`src/core/adcso_cfg.svh`:
```
`ifndef ADCSO_CFG_SVH
`define ADCSO_CFG_SVH
// Width of one conversion result
`define ADCSO_RES_BITS   12
// Configuration bits that follow the start bit
`define ADCSO_CFG_BITS   3
// Last configuration bit index counted from zero
`define ADCSO_CFG_LAST   2'h2
// Result words held between converter and shifter
`define ADCSO_FIFO_DEPTH 8
// Output slot of the last MSB-first bit
`define ADCSO_MSB_LAST   5'h0b
// First output slot after the LSB-first tail, zeros from here on
`define ADCSO_TAIL_END   5'h17
// Field positions inside the configuration shift register
`define ADCSO_SGL_POS    2
`define ADCSO_POL_POS    1
`define ADCSO_ORD_POS    0
`endif

```
`src/core/adcso_pkg.sv`:
```
`include "adcso_cfg.svh"
package adcso_pkg;
    // Serial sequencer states
    typedef enum logic [1:0] {
        ST_WAIT_START,
        ST_CONFIG,
        ST_NULL_WAIT,
        ST_SHIFT_OUT
    } adcso_state_type;
    // One conversion result word
    typedef logic [`ADCSO_RES_BITS-1:0] adcso_word_type;
endpackage : adcso_pkg

```
`src/core/adcso_top.sv`:
```
// What this block does
// - Order bit one: MSB first, then zeros
// - Order bit zero: MSB first, then LSB first
// - Result coded as unipolar straight binary only
// - Shared data wire: host first, device after
// - Device drives line low on fourth falling edge
// - Select high shuts down, ignores all activity
// - Bias off after conversion, clock shifts remainder
// - Auto shutdown each conversion, select still low
// - Clock and data ignored while select high
// - Launch on falling edge, sample on rising
// - Skip leading zeros, first one starts; ignore extras
// - Three config bits: mode, polarity, order
// - One null bit, then result; select resets
`timescale 1ns/10ps
`include "adcso_cfg.svh"

module adcso_fifo #(
    parameter int WIDTH = `ADCSO_RES_BITS,
    parameter int DEPTH = `ADCSO_FIFO_DEPTH
) (
    input  wire logic             sys_clk,   // System clock
    input  wire logic             rst_b,     // Async reset, active low
    input  wire logic [WIDTH-1:0] in_data,   // Word to store
    input  wire logic             in_valid,  // Word offered
    output logic                  in_ready,  // Room for a word
    output logic      [WIDTH-1:0] out_data,  // Oldest word
    output logic                  out_valid, // Oldest word present
    input  wire logic             out_ready  // Consumer takes word
);
    localparam int AW = $clog2(DEPTH);
    logic [WIDTH-1:0] mem [DEPTH];        // Word storage
    logic [AW-1:0]    wr_ptr;             // Next write slot
    logic [AW-1:0]    rd_ptr;             // Next read slot
    logic [AW:0]      count;              // Words held
    logic [AW-1:0]    next_wr_ptr;
    logic [AW-1:0]    next_rd_ptr;
    logic [AW:0]      next_count;
    logic             next_in_ready;
    logic             push;
    logic             pop;

    assign push      = in_valid && in_ready;
    assign pop       = out_valid && out_ready;
    assign out_valid = (count != '0);
    assign out_data  = mem[rd_ptr];

    // Pointer and fill level update; ready is registered so it leaves a flop
    always_comb begin
        next_wr_ptr = push ? AW'(wr_ptr + 1'b1) : wr_ptr;
        next_rd_ptr = pop ? AW'(rd_ptr + 1'b1) : rd_ptr;
        next_count  = count;
        if (push && !pop) begin
            next_count = (AW+1)'(count + 1'b1);
        end else if (pop && !push) begin
            next_count = (AW+1)'(count - 1'b1);
        end
        next_in_ready = (next_count != (AW+1)'(DEPTH));
    end

    always_ff @(posedge sys_clk or negedge rst_b) begin
        if (!rst_b) begin
            wr_ptr   <= '0;
            rd_ptr   <= '0;
            count    <= '0;
            in_ready <= 1'b1;
        end else begin
            wr_ptr   <= next_wr_ptr;
            rd_ptr   <= next_rd_ptr;
            count    <= next_count;
            in_ready <= next_in_ready;
        end
    end

    // Storage needs no reset; only written words are ever read
    always_ff @(posedge sys_clk) begin
        if (push) begin
            mem[wr_ptr] <= in_data;
        end
    end
endmodule : adcso_fifo

module adcso_top (
    input  wire logic                    sys_clk,                       // 40 MHz clock
    input  wire logic                    rst_b,                         // Async reset
    input  wire logic                    select_and_powerdown_input_b,  // Select pin
    input  wire logic                    shift_clock,                   // Serial clock pin
    input  wire logic                    serial_data_in,                // Config data pin
    output logic                         serial_data_out,               // Result data
    output logic                         serial_data_out_en_b,          // Drive enable
    input  wire adcso_pkg::adcso_word_type result_data,                 // Converter word
    input  wire logic                    result_valid,                  // Word offered
    output logic                         result_ready,                  // FIFO has room
    output logic                         bias_enable,                   // Comparator power
    output logic                         single_or_differential_select, // Input mode
    output logic                         channel_polarity_select,       // Channel sign
    output logic                         byte_order_select              // Output order
);
    import adcso_pkg::*;

    logic            sel_s1, sel_s2;          // Select synchroniser
    logic            clk_s1, clk_s2, clk_s3;  // Shift clock synchroniser plus edge stage
    logic            din_s1, din_s2;          // Data synchroniser
    logic            active;                  // Select is low
    logic            rise;                    // Shift clock rising edge seen
    logic            fall;                    // Shift clock falling edge seen
    adcso_state_type state, next_state;       // Sequencer state
    logic [1:0]      cfg_cnt, next_cfg_cnt;   // Config bits taken so far
    logic [2:0]      cfg, next_cfg;           // Config shift register
    logic [4:0]      slot, next_slot;         // Output slot after null bit
    adcso_word_type  result, next_result;     // Word being shifted
    logic            next_dout;
    logic            next_oe_b;
    logic            next_bias;
    logic            fifo_pop;                // Take a word at hold time
    logic            fifo_valid;
    adcso_word_type  fifo_data;

    // Pins come from the host's domain, so two flops before use
    always_ff @(posedge sys_clk or negedge rst_b) begin
        if (!rst_b) begin
            sel_s1 <= 1'b1;
            sel_s2 <= 1'b1;
            clk_s1 <= 1'b0;
            clk_s2 <= 1'b0;
            clk_s3 <= 1'b0;
            din_s1 <= 1'b0;
            din_s2 <= 1'b0;
        end else begin
            sel_s1 <= select_and_powerdown_input_b;
            sel_s2 <= sel_s1;
            clk_s1 <= shift_clock;
            clk_s2 <= clk_s1;
            clk_s3 <= clk_s2;
            din_s1 <= serial_data_in;
            din_s2 <= din_s1;
        end
    end

    assign active = !sel_s2;
    assign rise   = clk_s2 && !clk_s3;
    assign fall   = !clk_s2 && clk_s3;

    // Result words wait here; the converter stalls on result_ready
    adcso_fifo #(
        .WIDTH (`ADCSO_RES_BITS),
        .DEPTH (`ADCSO_FIFO_DEPTH)
    ) u_fifo (
        .sys_clk   (sys_clk),
        .rst_b     (rst_b),
        .in_data   (result_data),
        .in_valid  (result_valid),
        .in_ready  (result_ready),
        .out_data  (fifo_data),
        .out_valid (fifo_valid),
        .out_ready (fifo_pop)
    );

    // Sequencer: start hunt, config capture, null bit, result shifting
    always_comb begin
        next_state   = state;
        next_cfg_cnt = cfg_cnt;
        next_cfg     = cfg;
        next_slot    = slot;
        next_result  = result;
        next_dout    = serial_data_out;
        next_oe_b    = serial_data_out_en_b;
        next_bias    = bias_enable;
        fifo_pop     = 1'b0;
        if (!active) begin
            // Select high: state, counters, bias and data back to rest, line released; config bits held
            next_state   = ST_WAIT_START;
            next_cfg_cnt = 2'h0;
            next_slot    = 5'h00;
            next_dout    = 1'b0;
            next_oe_b    = 1'b1;
            next_bias    = 1'b0;
        end else begin
            unique case (state)
                ST_WAIT_START: begin
                    // Leading zeros skipped, first one is the start bit
                    if (rise && din_s2) begin
                        next_state   = ST_CONFIG;
                        next_cfg_cnt = 2'h0;
                        next_bias    = 1'b1;
                    end
                end
                ST_CONFIG: begin
                    // Mode, polarity, order shifted in on rising edges
                    if (rise) begin
                        next_cfg     = {cfg[1:0], din_s2};
                        next_cfg_cnt = 2'(cfg_cnt + 1'b1);
                        if (cfg_cnt == `ADCSO_CFG_LAST) begin
                            next_state = ST_NULL_WAIT;
                        end
                    end
                end
                ST_NULL_WAIT: begin
                    // Fourth falling edge after start: take the line, drive null low
                    if (fall) begin
                        next_state = ST_SHIFT_OUT;
                        next_oe_b  = 1'b0;
                        next_dout  = 1'b0;
                        next_slot  = 5'h00;
                        fifo_pop   = fifo_valid;
                        // Straight binary word passes unchanged; no offset or sign
                        next_result = fifo_valid ? fifo_data : '0;
                    end
                end
                ST_SHIFT_OUT: begin
                    // Later input bits are ignored here until select rises
                    if (fall) begin
                        if (slot <= `ADCSO_MSB_LAST) begin
                            next_dout = result[4'(`ADCSO_MSB_LAST - slot)];
                        end else if (!cfg[`ADCSO_ORD_POS] && slot < `ADCSO_TAIL_END) begin
                            // B0 is shared, so the tail starts at B1
                            next_dout = result[4'(slot - `ADCSO_MSB_LAST)];
                        end else begin
                            next_dout = 1'b0;
                        end
                        if (slot == `ADCSO_MSB_LAST) begin
                            next_bias = 1'b0;
                        end
                        if (slot != `ADCSO_TAIL_END) begin
                            next_slot = 5'(slot + 1'b1);
                        end
                    end
                end
            endcase
        end
    end

    always_ff @(posedge sys_clk or negedge rst_b) begin
        if (!rst_b) begin
            state                <= ST_WAIT_START;
            cfg_cnt              <= 2'h0;
            cfg                  <= 3'h0;
            slot                 <= 5'h00;
            result               <= '0;
            serial_data_out      <= 1'b0;
            serial_data_out_en_b <= 1'b1;
            bias_enable          <= 1'b0;
        end else begin
            state                <= next_state;
            cfg_cnt              <= next_cfg_cnt;
            cfg                  <= next_cfg;
            slot                 <= next_slot;
            result               <= next_result;
            serial_data_out      <= next_dout;
            serial_data_out_en_b <= next_oe_b;
            bias_enable          <= next_bias;
        end
    end

    // Config fields shown straight from the shift register flops
    assign single_or_differential_select = cfg[`ADCSO_SGL_POS];
    assign channel_polarity_select       = cfg[`ADCSO_POL_POS];
    assign byte_order_select             = cfg[`ADCSO_ORD_POS];
endmodule : adcso_top

```
`config.mk`:
```
export PLATFORM = sky130hd
export DESIGN_NAME = adcso_top
export DESIGN_NICKNAME = d
export VERILOG_FILES = /design/src/core/adcso_pkg.sv /design/src/core/adcso_top.sv
export VERILOG_INCLUDE_DIRS = /design/src /design/src/core
export SDC_FILE = /design/constraint.sdc
export NUM_CORES = 1
export LEC_CHECK = 0
export BUFFER_PORTS_ARGS = -buffer_cell sky130_fd_sc_hd__buf_4
export CAP_MARGIN = 20
export CORE_UTILIZATION = 33
export CTS_CLUSTER_SIZE = 40
export DETAILED_ROUTE_END_ITERATION = 12
export MAX_ROUTING_LAYER = met4
export PLACE_DENSITY = 0.54
export SLEW_MARGIN = 40
export SYNTH_ARGS = -nofsm -noshare
export SYNTH_HDL_FRONTEND = slang
export SYNTH_HIERARCHICAL = 1
export SYNTH_SLANG_ARGS = --single-unit
```
`constraint.sdc`:
```
create_clock -name sys_clk -period 2.35 [get_ports sys_clk]
set_input_delay 0.235 -clock sys_clk [delete_from_list [all_inputs] [get_ports sys_clk]]
set_output_delay 0.235 -clock sys_clk [all_outputs]
set_load 0.01 [all_outputs]
```
==> flow_metrics.env, run 1 <==
export IMPL_syn_nets=432
export IMPL_relSlewSlack_pct=61.4
export IMPL_synth_area_leaders="edfxtp_1, dfrtp_1, mux4_1"
export IMPL_drtPass1Iterations=4
export IMPL_multiInputGateArea_um2=2120
export IMPL_ant_nets=0
export IMPL_crit_family="compound AO/OA/AOI/OAI gates"
export IMPL_timing_setup_tns_ps=0
export IMPL_netlist_area_um2=6270
export IMPL_numPortBuffers=24
export IMPL_synth_warnings=6
export IMPL_gp_congestion=0.772
export IMPL_grt_pass1_vias=3639
export IMPL_setup_viol=0
export IMPL_ys_types=56
export IMPL_dieArea_um2=19600
export IMPL_synth_common_cells="edfxtp_1, dfrtp_1, nand2_1"
export IMPL_yosysTopAreaCellShare_pct=46.0
export IMPL_synthArstFlopShare_pct=31.9
export IMPL_cp_slowest_cell="mux4_2"
export IMPL_finalHoldViolations=0
export IMPL_cp_end_kind="flop"
export IMPL_clock_sinks=141
export IMPL_n_antenna_cell=0
export IMPL_cp_depth=5
export IMPL_avgSynthCellArea_um2=15.6
export IMPL_synth_edf_count=96
export IMPL_dr_wl_met3_um=353
export IMPL_status="finished clean"
export IMPL_critPathLaunchType="flop"
export IMPL_yosys_area_top_type="edfxtp_1"
export IMPL_cp_arrival_ps=2420
export IMPL_htree_num_levels=4
export IMPL_antenna_found_initial=0
export IMPL_powerDensity_nw_per_um2=1120
export IMPL_hold_path_depth=1
export IMPL_die_y_um=140
export IMPL_num_vias=3499
export IMPL_final_cells=695
export IMPL_ys_ff_latch=141
export IMPL_layout_area_overhead_vs_synth_pct=19.0
export IMPL_clockRootBuffer="clkbuf_16"
export IMPL_overflow=0
export IMPL_syn_instance_count=401
export IMPL_crit_type="reg -> reg"
export IMPL_leakage_nw=2.84
export IMPL_crit_buf_inv=0
export IMPL_m1WireLength_um=5550
export IMPL_r2r_cells=5
export IMPL_cp_required_ps=2640
export IMPL_clk_latency_ps=420
export IMPL_drive_gt1_share_pct=25.2
export IMPL_clk_path_buf_depth=2
export IMPL_synth_ff_type="edfxtp_1"
export IMPL_synth_most_common_cell="edfxtp_1"
export IMPL_grt_pass1_wl_um=19600
export IMPL_via_per_inst=5.03
export IMPL_finClkSkew_ps=9.12
export IMPL_grt_use_total_pct=13.9
export IMPL_die_w_um=140
export IMPL_period_needed_ps=2120
export IMPL_rsz0062_at_grt="false"
export IMPL_met2_length_um=6050
export IMPL_drt_wirelength_per_cell_um=17.5
export IMPL_placed_cells=659
export IMPL_ir_worst_vdd_mv=0.654
export IMPL_top_layer="met4"
export IMPL_min_path_type="in -> reg"
export IMPL_start_util_pct=33.6
export IMPL_fin_crit_sh_pct=90.3
export IMPL_cts_tree="done"
export IMPL_core_um2=18600
export IMPL_drc=0
export IMPL_rows=50
export IMPL_crit_chain="ha_1, mux4_2, a211o_1, o32ai_2, o21ai_1"
export IMPL_path_clk_slew_ps=70
export IMPL_cpPeakStageDelay_ps=520
export IMPL_initialDrtViolationCount=137
export IMPL_num_fill_cells=1755
export IMPL_yosysSeqAreaShare_pct=64.0
export IMPL_postRouteWirelength_um=12200
export IMPL_final_nets=479
export IMPL_final_area_um2=7460
export IMPL_placed_area_um2=6800
export IMPL_worstMarginPinSlew_ps=579
export IMPL_slew_violations=0
export IMPL_regArea_um2=4010
export IMPL_cap_violations=0
export IMPL_clock_fmax_ghz=0.471
export IMPL_cp_max_fo=7
export IMPL_grt_max_degree=46
export IMPL_cts_buffers=17
export IMPL_post_dp_hpwl_um=7480
export IMPL_io_pins=25
-- layout make-up --
cell class	instances	area share, %
Clock buffer	17	5.70
Inverter	14	0.704
Multi-Input combinational cell	228	28.4
Tap cell	234	3.92
Clock inverter	15	2.53
Sequential cell	141	53.8
Timing Repair Buffer	46	4.93
-- placed cells by master, fill, tap and decap left out, types with 13 or more instances in the layout --
cell,n
ha_1,13
mux2_2,18
buf_4,41
inv_1,13
o21ai_0,21
edfxtp_1,96
mux4_1,22
nand2_1,38
dfrtp_1,41
nor2_1,15
clkbuf_16,17
-- metrics by stage --
| step | util, % | worst slack [ps] | hold WS [ps] | power, mW |
|---|---|---|---|---|
| 2_1_floorplan | - | 59.2 | -60.6 | 4.97 |
| 3_3_place_gp | 36.5 | 292 | 277 | 5.56 |
| 3_5_place_dp | 36.5 | 140 | 290 | 5.64 |
| 4_1_cts | 40.0 | 116 | 23.2 | 8.45 |
| 5_1_grt | 40.0 | 50.4 | 22.8 | 8.80 |
| 6_report | 40.0 | 228 | 33.8 | 8.37 |
-- what timing repair did --
item / CTS / global route
buffers inserted: 0 / 0
endpoints found under the hold margin: 44 / 0
hold buffers: 4 / 0
resized for setup: 0 / 2
endpoints found under the setup margin: 0 / 1
-- registers in the layout, indices dropped and copies added, names as in the netlist, 2 cells and up --
signal / flops
cfg: 3
cfg_cnt: 2
result: 12
slot: 5
state: 2
u_fifo/count: 4
u_fifo/mem: 96
u_fifo/rd_ptr: 3
u_fifo/wr_ptr: 3
-- worst reg2reg max path, stage by stage (launching register included) --
cell and delay, ps:
dfrtp_1 460, ha_1 420, mux4_2 520, a211o_1 310, o32ai_2 190, o21ai_1 100
-- layer usage --
layer / global-route usage [%] / vias up
met5: - / -
met4: 5.73 / 0
met3: 3.30 / 19
met2: 21.9 / 56
met1: 17.2 / 1759
li1: - / 1665
-- kinds of logic after synthesis --
family / count (synthesis) / synth area share [%]
and+or+nand+nor: 101 / 8.20
DFF: 141 / 64.0
adders and majority gates: 13 / 2.59
AOI/OAI and AO/OA: 57 / 6.19
buffers and inverters: 32 / 2.77
muxes: 51 / 15.4
xor gates and xnor gates: 6 / 0.838
-- final timing paths --
path                                      from                          end  slack [ps]
max                        slot[3]$_DFFE_PN0P_  serial_data_out$_DFFE_PN0P_         230
min in group asynchronous                rst_b             clk_s1$_DFF_PN0_         360
max in group asynchronous                rst_b        result[7]$_DFFE_PN0P_        1600
max reg2reg                slot[3]$_DFFE_PN0P_  serial_data_out$_DFFE_PN0P_         230
min                             result_data[8]   u_fifo/mem[2][8]$_DFFE_PP_          30
min reg2reg                   sel_s1$_DFF_PN1_             sel_s2$_DFF_PN1_         350
-- where the power goes --
group          switching, mW  internal [mW]  leakage (nW)
combinational           1.05           1.04          1.10
sequential             0.325           3.17          1.44
clock                   1.17           1.62         0.304
No activity file was read; power rests on OpenSTA's default activity.
==> run 2, diff against run 1 <==
--- a/config.mk
+++ b/config.mk
@@ -9,10 +9,12 @@
 export BUFFER_PORTS_ARGS = -buffer_cell sky130_fd_sc_hd__buf_4
 export CAP_MARGIN = 20
 export CORE_UTILIZATION = 33
+export CTS_BUF_LIST = sky130_fd_sc_hd__clkbuf_4
 export CTS_CLUSTER_SIZE = 40
 export DETAILED_ROUTE_END_ITERATION = 12
 export MAX_ROUTING_LAYER = met4
 export PLACE_DENSITY = 0.54
+export SKIP_LAST_GASP = 1
 export SLEW_MARGIN = 40
 export SYNTH_ARGS = -nofsm -noshare
 export SYNTH_HDL_FRONTEND = slang
==> flow_metrics.env, run 2 (synthesis results as in run 1) <==
export IMPL_relSlewSlack_pct=61.8
export IMPL_clk_path_buf_depth=2
export IMPL_cts_buffers=17
export IMPL_clock_fmax_ghz=0.468
export IMPL_final_util_pct=39.1
export IMPL_ir_worst_vdd_mv=0.494
export IMPL_layout_setup_ws_ps=212
export IMPL_layout_area_overhead_vs_synth_pct=16.2
export IMPL_critPathLaunchType="flop"
export IMPL_grt_max_degree=46
export IMPL_clk_latency_ps=540
export IMPL_placed_area_um2=6800
export IMPL_overflow=0
export IMPL_rsz0062_at_grt="false"
export IMPL_worstReg2RegStart="slot[3]$_DFFE_PN0P_"
export IMPL_min_from="result_valid"
export IMPL_r2r_setup_slack_ps=210
export IMPL_regMostFlops="u_fifo/mem"
export IMPL_min_path_type="in -> reg"
export IMPL_drtPass1Iterations=4
export IMPL_status="finished clean"
export IMPL_cts_tree="done"
export IMPL_gp_congestion=0.772
export IMPL_drive_gt1_share_pct=24.7
export IMPL_die_y_um=140
export IMPL_die_w_um=140
export IMPL_io_pins=25
export IMPL_rows=50
export IMPL_htree_num_levels=4
export IMPL_r2r_cells=5
export IMPL_powerDensity_nw_per_um2=1000
export IMPL_start_util_pct=33.6
export IMPL_hold_path_depth=4
export IMPL_final_cell_mix="edfxtp_1, buf_4, dfrtp_1"
export IMPL_initialDrtViolationCount=127
export IMPL_core_um2=18600
export IMPL_clockRootBuffer="clkbuf_4"
export IMPL_grt_pass1_vias=3624
export IMPL_reg_top3="u_fifo/mem x96, result x12, slot x5"
export IMPL_drt_wirelength_per_cell_um=17.0
export IMPL_cap_violations=0
export IMPL_final_area_um2=7290
export IMPL_cp_max_fo=7
export IMPL_final_nets=491
export IMPL_num_vias=3504
export IMPL_cp_arrival_ps=2540
export IMPL_cp_required_ps=2760
export IMPL_cts_setup_buffers=0
export IMPL_period_needed_ps=2140
export IMPL_ant_nets=0
export IMPL_largest_reg_flops=96
export IMPL_slew_violations=0
export IMPL_crit_type="reg -> reg"
export IMPL_setup_viol=0
export IMPL_whs_endpoint="u_fifo/count[0]$_DFF_PN0_"
export IMPL_reg2reg_to="serial_data_out$_DFFE_PN0P_"
export IMPL_postRouteWirelength_um=12000
export IMPL_fin_crit_sh_pct=91.0
export IMPL_numPortBuffers=24
export IMPL_finClkSkew_ps=24.3
export IMPL_dp_slack_ps=140
export IMPL_antenna_found_initial=1
export IMPL_via_per_inst=4.95
export IMPL_path_clk_slew_ps=140
export IMPL_finalHoldViolations=0
export IMPL_cp_end_kind="flop"
export IMPL_clock_sinks=141
export IMPL_leakage_nw=2.76
export IMPL_timing_setup_tns_ps=0
export IMPL_drc=0
export IMPL_mostFrequentLayoutCell="edfxtp_1"
export IMPL_grt_use_total_pct=13.7
export IMPL_worstMarginPinSlew_ps=573
export IMPL_dieArea_um2=19600
export IMPL_grt_pass1_wl_um=19500
export IMPL_post_dp_hpwl_um=7480
==> run 2: changes by cell type in the layout (fill, tap and decap cells not counted), sizes merged <==
cell         change
diode            +1
dlygate4sd3     +12
==> run 2: routing by layer <==
layer	wire length, um	global-route usage [%]	up-vias	part of all wire, %
met4	123	4.34	0	1.0
met5	0	-	-	0
met2	6000	22.0	46	50
met3	282	2.79	11	2.3
met1	5640	17.2	1764	47
li1	-	-	1683	-
==> run 2: critical path, stage by stage (launching register included) <==
cell     delay [ps]
dfrtp_1         480
ha_1            420
mux4_2          520
a211o_1         310
o32ai_2         200
o21ai_1         100
==> run 2: report_power, final <==
group | switching (mW) | internal (mW)
Combinational | 1.05 | 1.05
Sequential | 0.325 | 3.16
Clock | 1.02 | 0.693
==> run 2: what timing repair did <==
item,CTS,global route
endpoints found under the hold margin,140,0
gates resized for setup,0,3
setup endpoints to repair,0,1
hold buffers,16,0
==> run 2: how the worst max path moves through the flow <==
stage,startpoint,slack (ps),endpoint
6_report,slot[3]$_DFFE_PN0P_,210,serial_data_out$_DFFE_PN0P_
5_1_grt,u_fifo/count[0]$_DFF_PN0_,80,u_fifo/in_ready$_DFF_PN1_
4_1_cts,u_fifo/count[1]$_DFF_PN0_,90,u_fifo/in_ready$_DFF_PN1_
3_5_place_dp,u_fifo/count[1]$_DFF_PN0_,140,u_fifo/in_ready$_DFF_PN1_
3_3_place_gp,u_fifo/count[0]$_DFF_PN0_,290,u_fifo/in_ready$_DFF_PN1_
2_1_floorplan,u_fifo/count[1]$_DFF_PN0_,60,u_fifo/count[3]$_DFF_PN0_
==> run 2: stage by stage <==
step           cells  hold WS (ps)  total power [mW]
2_1_floorplan    401         -60.6              4.97
3_3_place_gp     659           277              5.56
3_5_place_dp     659           290              5.64
4_1_cts          707          66.0              7.38
5_1_grt          708           124              7.73
6_report         708           129              7.30
==> run 2: cell type report <==
type                    count  area, um^2
well taps                 234         293
repair buffers             58         488
inverters                  14        52.6
multi-input cells         228        2120
flip-flops and latches    141        4020
diodes                      1        2.50
clock inverters            15         189
fillers                  1773       11400
clock buffers              17         128
